--- config.mk ---
export PLATFORM = sky130hd
export DESIGN_NAME = ccg_cpu_bus
export DESIGN_NICKNAME = d
export VERILOG_FILES = /design/src/ccg_pkg.sv /design/src/ccg_clock_divider.sv /design/src/ccg_cpu_bus.sv
export SDC_FILE = /design/constraint.sdc
export NUM_CORES = 1
export LEC_CHECK = 0
export CELL_PAD_IN_SITES_DETAIL_PLACEMENT = 2
export CELL_PAD_IN_SITES_GLOBAL_PLACEMENT = 2
export CORE_MARGIN = 1
export CORE_UTILIZATION = 48
export CTS_BUF_LIST = sky130_fd_sc_hd__clkbuf_2 sky130_fd_sc_hd__clkbuf_4 sky130_fd_sc_hd__clkbuf_8
export CTS_CLUSTER_SIZE = 12
export DETAILED_ROUTE_END_ITERATION = 12
export DONT_BUFFER_PORTS = 1
export PLACE_DENSITY = 0.94
export SYNTH_ARGS = -nofsm -noshare
export SYNTH_HDL_FRONTEND = slang
export SYNTH_SLANG_ARGS = --single-unit
--- constraint.sdc ---
create_clock -name clk -period 3.1 [get_ports clk]
set_input_delay 0.31 -clock clk [delete_from_list [all_inputs] [get_ports clk]]
set_output_delay 0.31 -clock clk [all_outputs]
set_load 0.005 [all_outputs]
--- src/ccg_pkg.sv ---
// Shared constants and types for the processor clock and bus-timing block
package ccg_pkg;

  // ----------------------------------------------------------------------
  // Bus widths
  // ----------------------------------------------------------------------
  localparam int ADDR_W = 16;
  localparam int DATA_W = 8;
  localparam int ADDR_LO_W = 8;

  // ----------------------------------------------------------------------
  // Clocking
  // ----------------------------------------------------------------------
  localparam int CLK_PERIOD_NS = 40;
  // Crystal periods in one output clock period
  localparam int XTAL_PER_BUS_CLK = 2;
  // Synchroniser depth for pin inputs
  localparam int SYNC_STAGES = 3;

  // ----------------------------------------------------------------------
  // Reset values
  // ----------------------------------------------------------------------
  localparam logic RST_CLK_OUT = 1'b0;
  localparam logic RST_STROBE_N = 1'b1;
  localparam logic RST_ALE = 1'b0;
  localparam logic RST_OE_N = 1'b1;
  localparam logic [7:0] RST_BYTE = 8'h00;
  localparam logic [15:0] RST_ADDR = 16'h0000;

  // ----------------------------------------------------------------------
  // Bus machine states
  // ----------------------------------------------------------------------
  typedef enum logic [4:0] {
    ST_IDLE = 5'b00001,
    ST_T1   = 5'b00010,
    ST_T2   = 5'b00100,
    ST_TW   = 5'b01000,
    ST_T3   = 5'b10000
  } ccg_state_t;

endpackage : ccg_pkg

--- src/ccg_clock_divider.sv ---
// Crystal input synchroniser and divide-by-two phase generator
`timescale 1ns/1ps
module ccg_clock_divider (
  // Clock and reset
  input wire logic clk,
  input wire logic rstn,
  // Crystal pin
  input wire logic crystalIn,
  // Phases and edge markers
  output logic phase1,
  output logic phase2,
  output logic busClkRise,
  output logic busClkFall
);

  // ----------------------------------------------------------------------
  // Synchroniser
  // ----------------------------------------------------------------------
  logic sync1_reg;
  logic sync2_reg;
  logic sync3_reg;
  logic xtalLevel_reg;
  logic xtalRise;
  logic divide_reg;
  logic rise_reg;
  logic fall_reg;

  always_ff @(posedge clk or negedge rstn) begin
    if (!rstn) begin
      sync1_reg <= 1'b0;
      sync2_reg <= 1'b0;
      sync3_reg <= 1'b0;
    end else begin
      sync1_reg <= crystalIn;
      sync2_reg <= sync1_reg;
      sync3_reg <= sync2_reg;
    end
  end

  // A level counts only once the second and third stages agree
  always_ff @(posedge clk or negedge rstn) begin
    if (!rstn) begin
      xtalLevel_reg <= 1'b0;
    end else if (sync2_reg == sync3_reg) begin
      xtalLevel_reg <= sync3_reg;
    end
  end

  assign xtalRise = (sync2_reg == sync3_reg) && sync3_reg && !xtalLevel_reg;

  // ----------------------------------------------------------------------
  // Divide flip-flop
  // ----------------------------------------------------------------------
  always_ff @(posedge clk or negedge rstn) begin
    if (!rstn) begin
      divide_reg <= ccg_pkg::RST_CLK_OUT;
    end else if (xtalRise) begin
      divide_reg <= !divide_reg;
    end
  end

  // Markers are high in the cycle the divider has just changed
  always_ff @(posedge clk or negedge rstn) begin
    if (!rstn) begin
      rise_reg <= 1'b0;
      fall_reg <= 1'b0;
    end else begin
      rise_reg <= xtalRise && !divide_reg;
      fall_reg <= xtalRise && divide_reg;
    end
  end

  assign phase1 = divide_reg;
  assign phase2 = !divide_reg;
  assign busClkRise = rise_reg;
  assign busClkFall = fall_reg;

endmodule : ccg_clock_divider

--- src/ccg_cpu_bus.sv ---
// Processor clock output and multiplexed bus cycle sequencer
//
// Contract
// - Each rising crystal edge toggles a divide flip-flop that drives all internal phases.
// - A bus clock period spans two crystal periods, half the input rate.
// - The clock output comes from the first divider phase, not the crystal.
// - Low and high address bytes are launched on a falling output clock edge.
// - Write data is driven starting from a falling output clock edge.
// - Read data is sampled on a rising output clock edge.
`timescale 1ns/1ps
module ccg_cpu_bus #(
  parameter int ADDR_W = ccg_pkg::ADDR_W,
  parameter int DATA_W = ccg_pkg::DATA_W
) (
  // Clock and reset
  input wire logic clk,
  input wire logic rstn,
  // Crystal and clock output
  input wire logic crystalIn,
  output logic clkOut,
  // Multiplexed low address and data pins
  input wire logic [DATA_W-1:0] adIn,
  output logic [DATA_W-1:0] adOut,
  output logic adOeN,
  // Upper address and control pins
  output logic [ADDR_W-DATA_W-1:0] addrHigh,
  output logic ale,
  output logic rdN,
  output logic wrN,
  output logic ioM,
  input wire logic readyIn,
  // User request side
  input wire logic reqValid,
  output logic reqReady,
  input wire logic [ADDR_W-1:0] reqAddr,
  input wire logic reqWrite,
  input wire logic reqIo,
  input wire logic [DATA_W-1:0] reqWdata,
  // User answer side
  output logic rspValid,
  output logic [DATA_W-1:0] rspData
);

  // ----------------------------------------------------------------------
  // Phase generation
  // ----------------------------------------------------------------------
  logic phase1;
  logic busRise;
  logic busFall;

  ccg_clock_divider uDivider (
    .clk(clk),
    .rstn(rstn),
    .crystalIn(crystalIn),
    .phase1(phase1),
    .phase2(),
    .busClkRise(busRise),
    .busClkFall(busFall)
  );

  // Pin is phase1 itself so no crystal path reaches it directly
  assign clkOut = phase1;

  // ----------------------------------------------------------------------
  // Ready pin synchroniser
  // ----------------------------------------------------------------------
  logic rdySync1_reg;
  logic rdySync2_reg;
  logic rdySync3_reg;
  logic readyLevel_reg;

  always_ff @(posedge clk or negedge rstn) begin
    if (!rstn) begin
      rdySync1_reg <= 1'b1;
      rdySync2_reg <= 1'b1;
      rdySync3_reg <= 1'b1;
    end else begin
      rdySync1_reg <= readyIn;
      rdySync2_reg <= rdySync1_reg;
      rdySync3_reg <= rdySync2_reg;
    end
  end

  always_ff @(posedge clk or negedge rstn) begin
    if (!rstn) begin
      readyLevel_reg <= 1'b1;
    end else if (rdySync2_reg == rdySync3_reg) begin
      readyLevel_reg <= rdySync3_reg;
    end
  end

  // ----------------------------------------------------------------------
  // Pending request
  // ----------------------------------------------------------------------
  ccg_pkg::ccg_state_t state_reg;
  logic pending_reg;
  logic [ADDR_W-1:0] addr_reg;
  logic write_reg;
  logic io_reg;
  logic [DATA_W-1:0] wdata_reg;
  logic take;
  logic readySeen_reg;

  // One request is held until the next falling edge starts its cycle
  assign reqReady = (state_reg == ccg_pkg::ST_IDLE) && !pending_reg;
  assign take = reqValid && reqReady;

  always_ff @(posedge clk or negedge rstn) begin
    if (!rstn) begin
      pending_reg <= 1'b0;
    end else if (take) begin
      pending_reg <= 1'b1;
    end else if (busFall && state_reg == ccg_pkg::ST_IDLE) begin
      pending_reg <= 1'b0;
    end
  end

  always_ff @(posedge clk or negedge rstn) begin
    if (!rstn) begin
      addr_reg <= ccg_pkg::RST_ADDR;
      write_reg <= 1'b0;
      io_reg <= 1'b0;
      wdata_reg <= ccg_pkg::RST_BYTE;
    end else if (take) begin
      addr_reg <= reqAddr;
      write_reg <= reqWrite;
      io_reg <= reqIo;
      wdata_reg <= reqWdata;
    end
  end

  // ----------------------------------------------------------------------
  // Bus state machine
  // ----------------------------------------------------------------------
  // States change only on output clock falling edges
  always_ff @(posedge clk or negedge rstn) begin
    if (!rstn) begin
      state_reg <= ccg_pkg::ST_IDLE;
    end else if (busFall) begin
      case (state_reg)
        ccg_pkg::ST_IDLE: begin
          if (pending_reg) begin
            state_reg <= ccg_pkg::ST_T1;
          end
        end
        ccg_pkg::ST_T1: begin
          state_reg <= ccg_pkg::ST_T2;
        end
        ccg_pkg::ST_T2,
        ccg_pkg::ST_TW: begin
          // Ready was looked at on the rising edge inside this state
          if (readySeen_reg) begin
            state_reg <= ccg_pkg::ST_T3;
          end else begin
            state_reg <= ccg_pkg::ST_TW;
          end
        end
        ccg_pkg::ST_T3: begin
          state_reg <= ccg_pkg::ST_IDLE;
        end
        default: begin
          state_reg <= ccg_pkg::ST_IDLE;
        end
      endcase
    end
  end

  // Ready sampled on the rising edge of T2 or a wait state
  always_ff @(posedge clk or negedge rstn) begin
    if (!rstn) begin
      readySeen_reg <= 1'b1;
    end else if (busRise && (state_reg == ccg_pkg::ST_T2 ||
                             state_reg == ccg_pkg::ST_TW)) begin
      readySeen_reg <= readyLevel_reg;
    end
  end

  // ----------------------------------------------------------------------
  // Address, latch strobe and status
  // ----------------------------------------------------------------------
  always_ff @(posedge clk or negedge rstn) begin
    if (!rstn) begin
      addrHigh <= ccg_pkg::RST_BYTE;
      ioM <= 1'b0;
      ale <= ccg_pkg::RST_ALE;
    end else if (busFall && state_reg == ccg_pkg::ST_IDLE && pending_reg) begin
      addrHigh <= addr_reg[ADDR_W-1:DATA_W];
      ioM <= io_reg;
      ale <= 1'b1;
    end else if (busRise && state_reg == ccg_pkg::ST_T1) begin
      // Latch strobe trails on the rising edge of T1
      ale <= 1'b0;
    end
  end

  // ----------------------------------------------------------------------
  // Multiplexed low byte
  // ----------------------------------------------------------------------
  always_ff @(posedge clk or negedge rstn) begin
    if (!rstn) begin
      adOut <= ccg_pkg::RST_BYTE;
      adOeN <= ccg_pkg::RST_OE_N;
    end else if (busFall) begin
      case (state_reg)
        ccg_pkg::ST_IDLE: begin
          if (pending_reg) begin
            adOut <= addr_reg[DATA_W-1:0];
            adOeN <= 1'b0;
          end
        end
        ccg_pkg::ST_T1: begin
          if (write_reg) begin
            adOut <= wdata_reg;
            adOeN <= 1'b0;
          end else begin
            // Float early so the responder can drive the read byte
            adOeN <= 1'b1;
          end
        end
        ccg_pkg::ST_T3: begin
          adOeN <= 1'b1;
        end
        default: begin
          adOut <= adOut;
        end
      endcase
    end
  end

  // ----------------------------------------------------------------------
  // Read and write strobes
  // ----------------------------------------------------------------------
  always_ff @(posedge clk or negedge rstn) begin
    if (!rstn) begin
      rdN <= ccg_pkg::RST_STROBE_N;
      wrN <= ccg_pkg::RST_STROBE_N;
    end else if (busFall && state_reg == ccg_pkg::ST_T1) begin
      rdN <= write_reg;
      wrN <= !write_reg;
    end else if (busFall && state_reg == ccg_pkg::ST_T3) begin
      rdN <= 1'b1;
      wrN <= 1'b1;
    end
  end

  // ----------------------------------------------------------------------
  // Read capture and answer
  // ----------------------------------------------------------------------
  // The bus protocol holds read data steady around this edge, so no
  // synchroniser is used; the responder must meet setup and hold.
  always_ff @(posedge clk or negedge rstn) begin
    if (!rstn) begin
      rspData <= ccg_pkg::RST_BYTE;
    end else if (busRise && state_reg == ccg_pkg::ST_T3 && !write_reg) begin
      rspData <= adIn;
    end
  end

  always_ff @(posedge clk or negedge rstn) begin
    if (!rstn) begin
      rspValid <= 1'b0;
    end else begin
      rspValid <= busRise && (state_reg == ccg_pkg::ST_T3);
    end
  end

endmodule : ccg_cpu_bus

==> results of run 1 <==
-- layout make-up --
class	count	area, um2	share of cell area, %
Inverter	4	15.01	0.4417
Timing Repair Buffer	6	72.57	2.135
Multi-Input combinational cell	126	1127	33.16
Tap cell	75	93.84	2.760
Clock buffer	12	152.6	4.490
Clock inverter	4	75.07	2.208
Sequential cell	74	1863	54.80
-- path summary, 6_finish.rpt --
path,startpoint,endpoint,slack (ns),depth (start not counted)
max in group asynchronous,rstn,adOeN,2.23,2
min in group asynchronous,rstn,rspData[6],0.52,2
min,reqWdata[0],wdata_reg[0],0.11,1
max reg2reg,state_reg[0],state_reg[0],0.42,4
min reg2reg,rdySync1_reg,rdySync2_reg,0.35,0
max,state_reg[0],state_reg[0],0.42,4
-- power by group --
part	switching [mW]	leakage, nW	internal (mW)	total [mW]
registers	0.401	0.917	1.31	1.71
logic	0.444	0.548	0.480	0.924
clock network	0.393	0.110	0.495	0.888
total	1.24	1.57	2.29	3.52
-- cells by family (layout without fill, tap and decap cells) --
kind of cell             count (synthesis)  count (layout)  synth area share (%)
flip-flops                              74              74                 60.85
multiplexers                            54              54                 21.86
AND/OR/NAND/NOR                         40              40                 7.724
AO/OA/AOI/OAI                           26              26                 5.149
buffers and inverters                   13              26                 2.534
XOR/XNOR                                 4               4                 1.144
adder cells (fa/ha/maj)                  2               2                0.7355
-- cells in the final DEF, fill, tap and decap left out, types with 3 or more instances in the layout --
cell type      instances
mux2_4                19
clkbuf_8              10
dfrtp_1               65
dlygate4sd3_1          3
mux2i_1                8
o22a_1                 3
nor2_1                15
dfstp_2                9
nand2_1                7
a21oi_1               12
mux2_2                27
nand3b_1               3
inv_1                  4
xnor2_1                3
o21ai_0                7
-- through the flow --
step | power (mW) | std cells | hold WS, ns | cell area, um2 | setup slack (ns)
3_3_place_gp | 2.344 | 281 | 0.01597 | 3114 | 0.8900
6_report | 3.524 | 301 | 0.1086 | 3400 | 0.4175
3_5_place_dp | 2.478 | 281 | 0.01555 | 3114 | 0.7266
5_1_grt | 3.648 | 301 | 0.09201 | 3400 | 0.3606
2_1_floorplan | 2.230 | 213 | 0.01441 | 3062 | 1.242
4_1_cts | 3.440 | 301 | 0.1086 | 3400 | 0.6019
-- worst register-to-register path: stages, from the launching register on --
cell     delay [ns]
dfstp_2        0.65
or3b_4         0.46
o41ai_1        0.81
nand3_1        0.34
a31oi_1        0.33
-- metal layers --
metal / vias up / global-route usage [%] / part of all wire, %
li1: 766 / - / -
met1: 985 / 35.86 / 37
met2: 68 / 56.45 / 55
met3: 21 / 7.444 / 4.6
met4: 0 / 15.44 / 3.3
met5: - / 0 / 0
-- repair_timing --
action | 4_1_cts | 5_1_grt
hold buffers | 4 | 0
endpoints found under the hold margin | 76 | 0
resized for setup | 0 | 0
==> flow_summary.yaml, run 1 <==
run_status:
  status: "complete, no violations"
synth:
  syn-cell-area_mm2: 0.003062
  synth_seq_cells: 74
  ys_warn_count: 0
  ys_async_sr_fraction_pct: 100.0
  synthTopCellsByCount: "65 x dfrtp_1, 27 x mux2_2, 19 x mux2_4"
  synth.most_common_cell: "dfrtp_1"
  syn_avg_cell_area_um2: 14.37
  synth_top_area_share_pct: 53.13
  syn-num-nets: 253
  synth_top_flop_cell: "dfrtp_1"
  synth_edf_count: 0
  synthDistinctLibCells: 35
  yosysTopAreaCell: "dfrtp_1"
  syn_inst: 213
  ys_seq_area_share_pct: 60.85
  synth_area_leaders: "dfrtp_1 53%, mux2_2 9.9%, mux2_4 9.3%"
final_layout:
  fill_cells: 527
  final_layout_size_suffix_gt1_share_pct: 36.73
  largest_reg_flops: 16
  n_antenna_cell: 0
  fin_util_pct: 56.42
  fin_nets: 261
  syn2layout_area_growth_pct: 11.03
power_and_ir_drop:
  p_per_area_mw_per_mm2: 1037
  p_leak_nw: 1.575
  peakVddDrop_uv: 526.0
placed_design:
  gp_congestion: 0.7620
  dp_hpwl_mm: 4.991
  port_buffers: 0
timing:
  rsz0062_at_grt: "no"
  fin_tns_setup_ns: 0
  hold_viol: 0
  finalClockSkew_ns: 0.01599
  fmax_ghz: 0.3728
  finalSetupViolCount: 0
  maxSlewViolCount: 0
  period_share_pct: 86.53
  finalCriticalPeriod_ns: 2.682
  worst_pin_slew_ns: 1.074
  slew_headroom_pct: 27.78
critical_path:
  path_buf_inv: 0
  path_cells: "or3b_4, o41ai_1, nand3_1, a31oi_1"
  max_stage_delay_ns: 0.81
  cp_max_fo: 12
  critPathCaptureType: "flop"
  crit_family: "compound AO/OA/AOI/OAI gates"
  cp_data_arrival_time_ns: 2.93
  crit_slowest_cell: "o41ai_1"
  required_ns: 3.35
  crit_type: "flop to flop"
  start_kind: "flop"
min_path:
  hold_class: "input pin to flop"
clock_network:
  cts_setup_buffers: 0
  cts.clk_slew.worst_paths_ns: 0.09
  cts-root-buf: "clkbuf_8"
  htreeDepth: 3
  cts_buffers: 9
  clock_latency_ns: 0.35
  cts_tree: "yes"
  clock-sinks: 74
  clock_path_buffers: 2
global_routing:
  grt_pass1_vias: 2140
  grt_usage_pct: 31.88
  grt_pass1_wl_mm: 14.23
  grt_max_degree: 75
  grt_overflow: 0
  antenna_found_initial: 0
route:
  drt-vias-per-instance: 6.113
  drcViolationCount: 0
  antenna_left: 0
  vias: 1840
  drt_wl_total_mm: 9.613
  wire_per_inst_um: 31.94
  drtPass1Iterations: 4
  drtIter0Drc: 104
floorplanning:
  core_mm2: 0.006026
  die_y_um: 81.87
  io-pin-count: 71
  start_util_pct: 50.81
  rows: 28
  fp.dieW_um: 81.87
  die_area_mm2: 0.006702
run:
  maxCapViolCount: 0
(Power assumes the default switching activity.)
==> run 2, diff against run 1 <==
--- a/config.mk
+++ b/config.mk
@@ -16,4 +16,5 @@
 export PLACE_DENSITY = 0.94
 export SYNTH_ARGS = -nofsm -noshare
 export SYNTH_HDL_FRONTEND = slang
+export SYNTH_HIERARCHICAL = 1
 export SYNTH_SLANG_ARGS = --single-unit
==> run 2 against run 1 <==
  * Worst setup slack improved by 0.47 ns
  * Combinational power decreased by 19%
  * Clock-buffer cell count grew 1
  * Hold slack improved by 0.0051 ns
  * Power fell by 14%
  * Clock skew decreased by 0.0070 ns
  * Area after synthesis fell by 1.1%
  * Routed wire length decreased by 33%
==> flow_summary.yaml, run 2 <==
final_layout:
  largest_reg_flops: 16
  fin_nets: 261
  fin_util_pct: 55.49
  final_layout_size_suffix_gt1_share_pct: 34.22
  fill_cells: 527
  syn2layout_area_growth_pct: 9.748
  mostFrequentLayoutCells: "65 x dfrtp_1, 25 x mux2_2, 20 x mux2_4"
  n_antenna_cell: 0
  fin_area_mm2: 0.003324
  final_common_cell: "dfrtp_1"
  final_cells: 300
synth:
  syn_inst: 213
  synth_top_area_share_pct: 53.70
  synth_area_leaders: "dfrtp_1 54%, mux2_4 9.9%, mux2_2 9.3%"
  ys_warn_count: 6
  synth.most_common_cell: "dfrtp_1"
  synthDistinctLibCells: 33
  synth_seq_cells: 74
  syn-num-nets: 253
  ys_async_sr_fraction_pct: 100.0
  syn_avg_cell_area_um2: 14.22
  synth_top_flop_cell: "dfrtp_1"
  synthTopCellsByCount: "65 x dfrtp_1, 25 x mux2_2, 20 x mux2_4"
  syn-cell-area_mm2: 0.003029
  synth_edf_count: 0
  yosysTopAreaCell: "dfrtp_1"
  ys_seq_area_share_pct: 61.50
power_and_ir_drop:
  combPwrFrac_pct: 25.0
  pwr-share-seq_pct: 52.1
  clockPowerShare_pct: 23.0
  p_int_mw: 2.072
  p_leak_nw: 1.621
  total_power_mw: 3.014
  peakVddDrop_uv: 411.0
  swShare_pct: 31.26
  p_per_area_mw_per_mm2: 906.5
  p_switching_mw: 0.9419
clock_network:
  cts.clk_slew.worst_paths_ns: 0.08
  cts_resized: 0
  clock_path_buffers: 2
  htreeDepth: 3
  cts_tree: "yes"
  clock-sinks: 74
  cts_buffers: 9
  clock_latency_ns: 0.34
  cts-root-buf: "clkbuf_8"
  cts_setup_buffers: 0
timing:
  fin_tns_setup_ns: 0
  worst_pin_slew_ns: 0.8832
  hold-worst-slack_ns: 0.1136
  finalCriticalPeriod_ns: 2.211
  fmax_ghz: 0.4522
  slew_headroom_pct: 40.63
  period_share_pct: 71.34
  hold_viol: 0
  finalSetupViolCount: 0
  setup_ws_ns: 0.8886
  finalClockSkew_ns: 0.009040
  maxSlewViolCount: 0
  rsz0062_at_grt: "no"
critical_path:
  cp_data_arrival_time_ns: 2.42
  cp_max_fo: 27
  required_ns: 3.31
  start_kind: "flop"
  crit_type: "flop to flop"
  crit_path_start: "state_reg[4]"
  reg2reg_from: "state_reg[4]"
  critPathCaptureType: "flop"
floorplanning:
  start_util_pct: 50.56
  die_y_um: 81.44
  io-pin-count: 71
  core_mm2: 0.005991
  rows: 28
  die_area_mm2: 0.006632
  fp.dieW_um: 81.44
run_status:
  status: "complete, no violations"
placed_design:
  port_buffers: 0
  post-place-ws_ns: 0.9126
  place_inst: 281
  place_area_mm2: 0.003082
  dp_hpwl_mm: 4.223
  gp_congestion: 0.7576
route:
  wire_per_inst_um: 21.35
  drt-vias-per-instance: 5.560
  vias: 1668
  drtPass1Iterations: 4
  antenna_left: 0
  drt_wl_total_mm: 6.404
  drtIter0Drc: 55
  drcViolationCount: 0
global_routing:
  grt_pass1_wl_mm: 10.17
  grt_max_degree: 75
  grt_usage_pct: 21.44
  antenna_found_initial: 0
  grt_pass1_vias: 1941
  grt_overflow: 0
run:
  maxCapViolCount: 0
min_path:
  hold_start: "reqAddr[2]"
  hold_class: "input pin to flop"
[run 2: cell count changes in the layout (fill, tap and decap cells not counted), moves of 2 or more]
cell and delta:
a21oi_1 -2, bufinv_16 -2, clkbuf_8 +2, mux2_2 -2
o211ai_1 +2, o21ai_0 +2, o22a_1 -3, or3_1 +2
or3b_2 -2, xnor2_1 -2
[run 2: cell type report]
class | count | area [um2] | share of cell area [%]
clock buffers | 13 | 172.7 | 5.194
well taps | 75 | 93.84 | 2.823
repair buffers | 5 | 65.06 | 1.957
inverters | 5 | 18.77 | 0.5645
multi-input cells | 126 | 1099 | 33.04
flip-flops and latches | 74 | 1863 | 56.04
clock inverters | 2 | 12.51 | 0.3764
[run 2: power by group through the flow]
stage          registers [mW]  logic, mW  clock network [mW]
3_3_place_gp             1.56      0.658                   0
3_5_place_dp             1.59      0.728                   0
5_1_grt                  1.61      0.833               0.745
6_report                 1.57      0.753               0.692
2_1_floorplan            1.47      0.651                   0
4_1_cts                  1.57      0.763               0.715
[run 2: critical path: stages (launching register included)]
cell and delay (ns):
dfrtp_1 0.45, or3_1 0.54, nor3_4 0.35, nand2_4 0.34, mux2_2 0.40
[run 2: worst paths after layout]
kind,slack (ns),end,depth (start not counted)
min in group asynchronous,0.57,state_reg[1],2
worst min-delay path,0.11,addr_reg[2],1
worst max-delay path,0.89,wdata_reg[1],4
worst max register to register,0.89,wdata_reg[1],4
max in group asynchronous,2.20,rdySync1_reg,2
worst min register to register,0.36,rdySync2_reg,0
[run 2: cells by family (layout without fill, tap and decap cells)]
logic type / after synthesis / count (layout) / synth area share, %
AOI/OAI and AO/OA: 25 / 25 / 4.874
buffers and inverters: 13 / 25 / 2.230
xor gates and xnor gates: 3 / 3 / 0.8676
and+or+nand+nor: 42 / 42 / 7.600
muxes: 54 / 54 / 22.18
adders and majority gates: 2 / 2 / 0.7434
DFF: 74 / 74 / 61.50
[run 2: repair_timing]
item                                    4_1_cts  5_1_grt
endpoints found under the hold margin        76        0
endpoints found under the setup margin        0        0
hold buffers                                  4        0
[run 2: layer usage]
metal	global-route usage (%)	vias up	routed length [um]
met5	0	-	0
met3	6.889	13	393
met1	24.74	852	2565
met2	36.75	55	3304
li1	-	748	-
met4	8.571	0	141
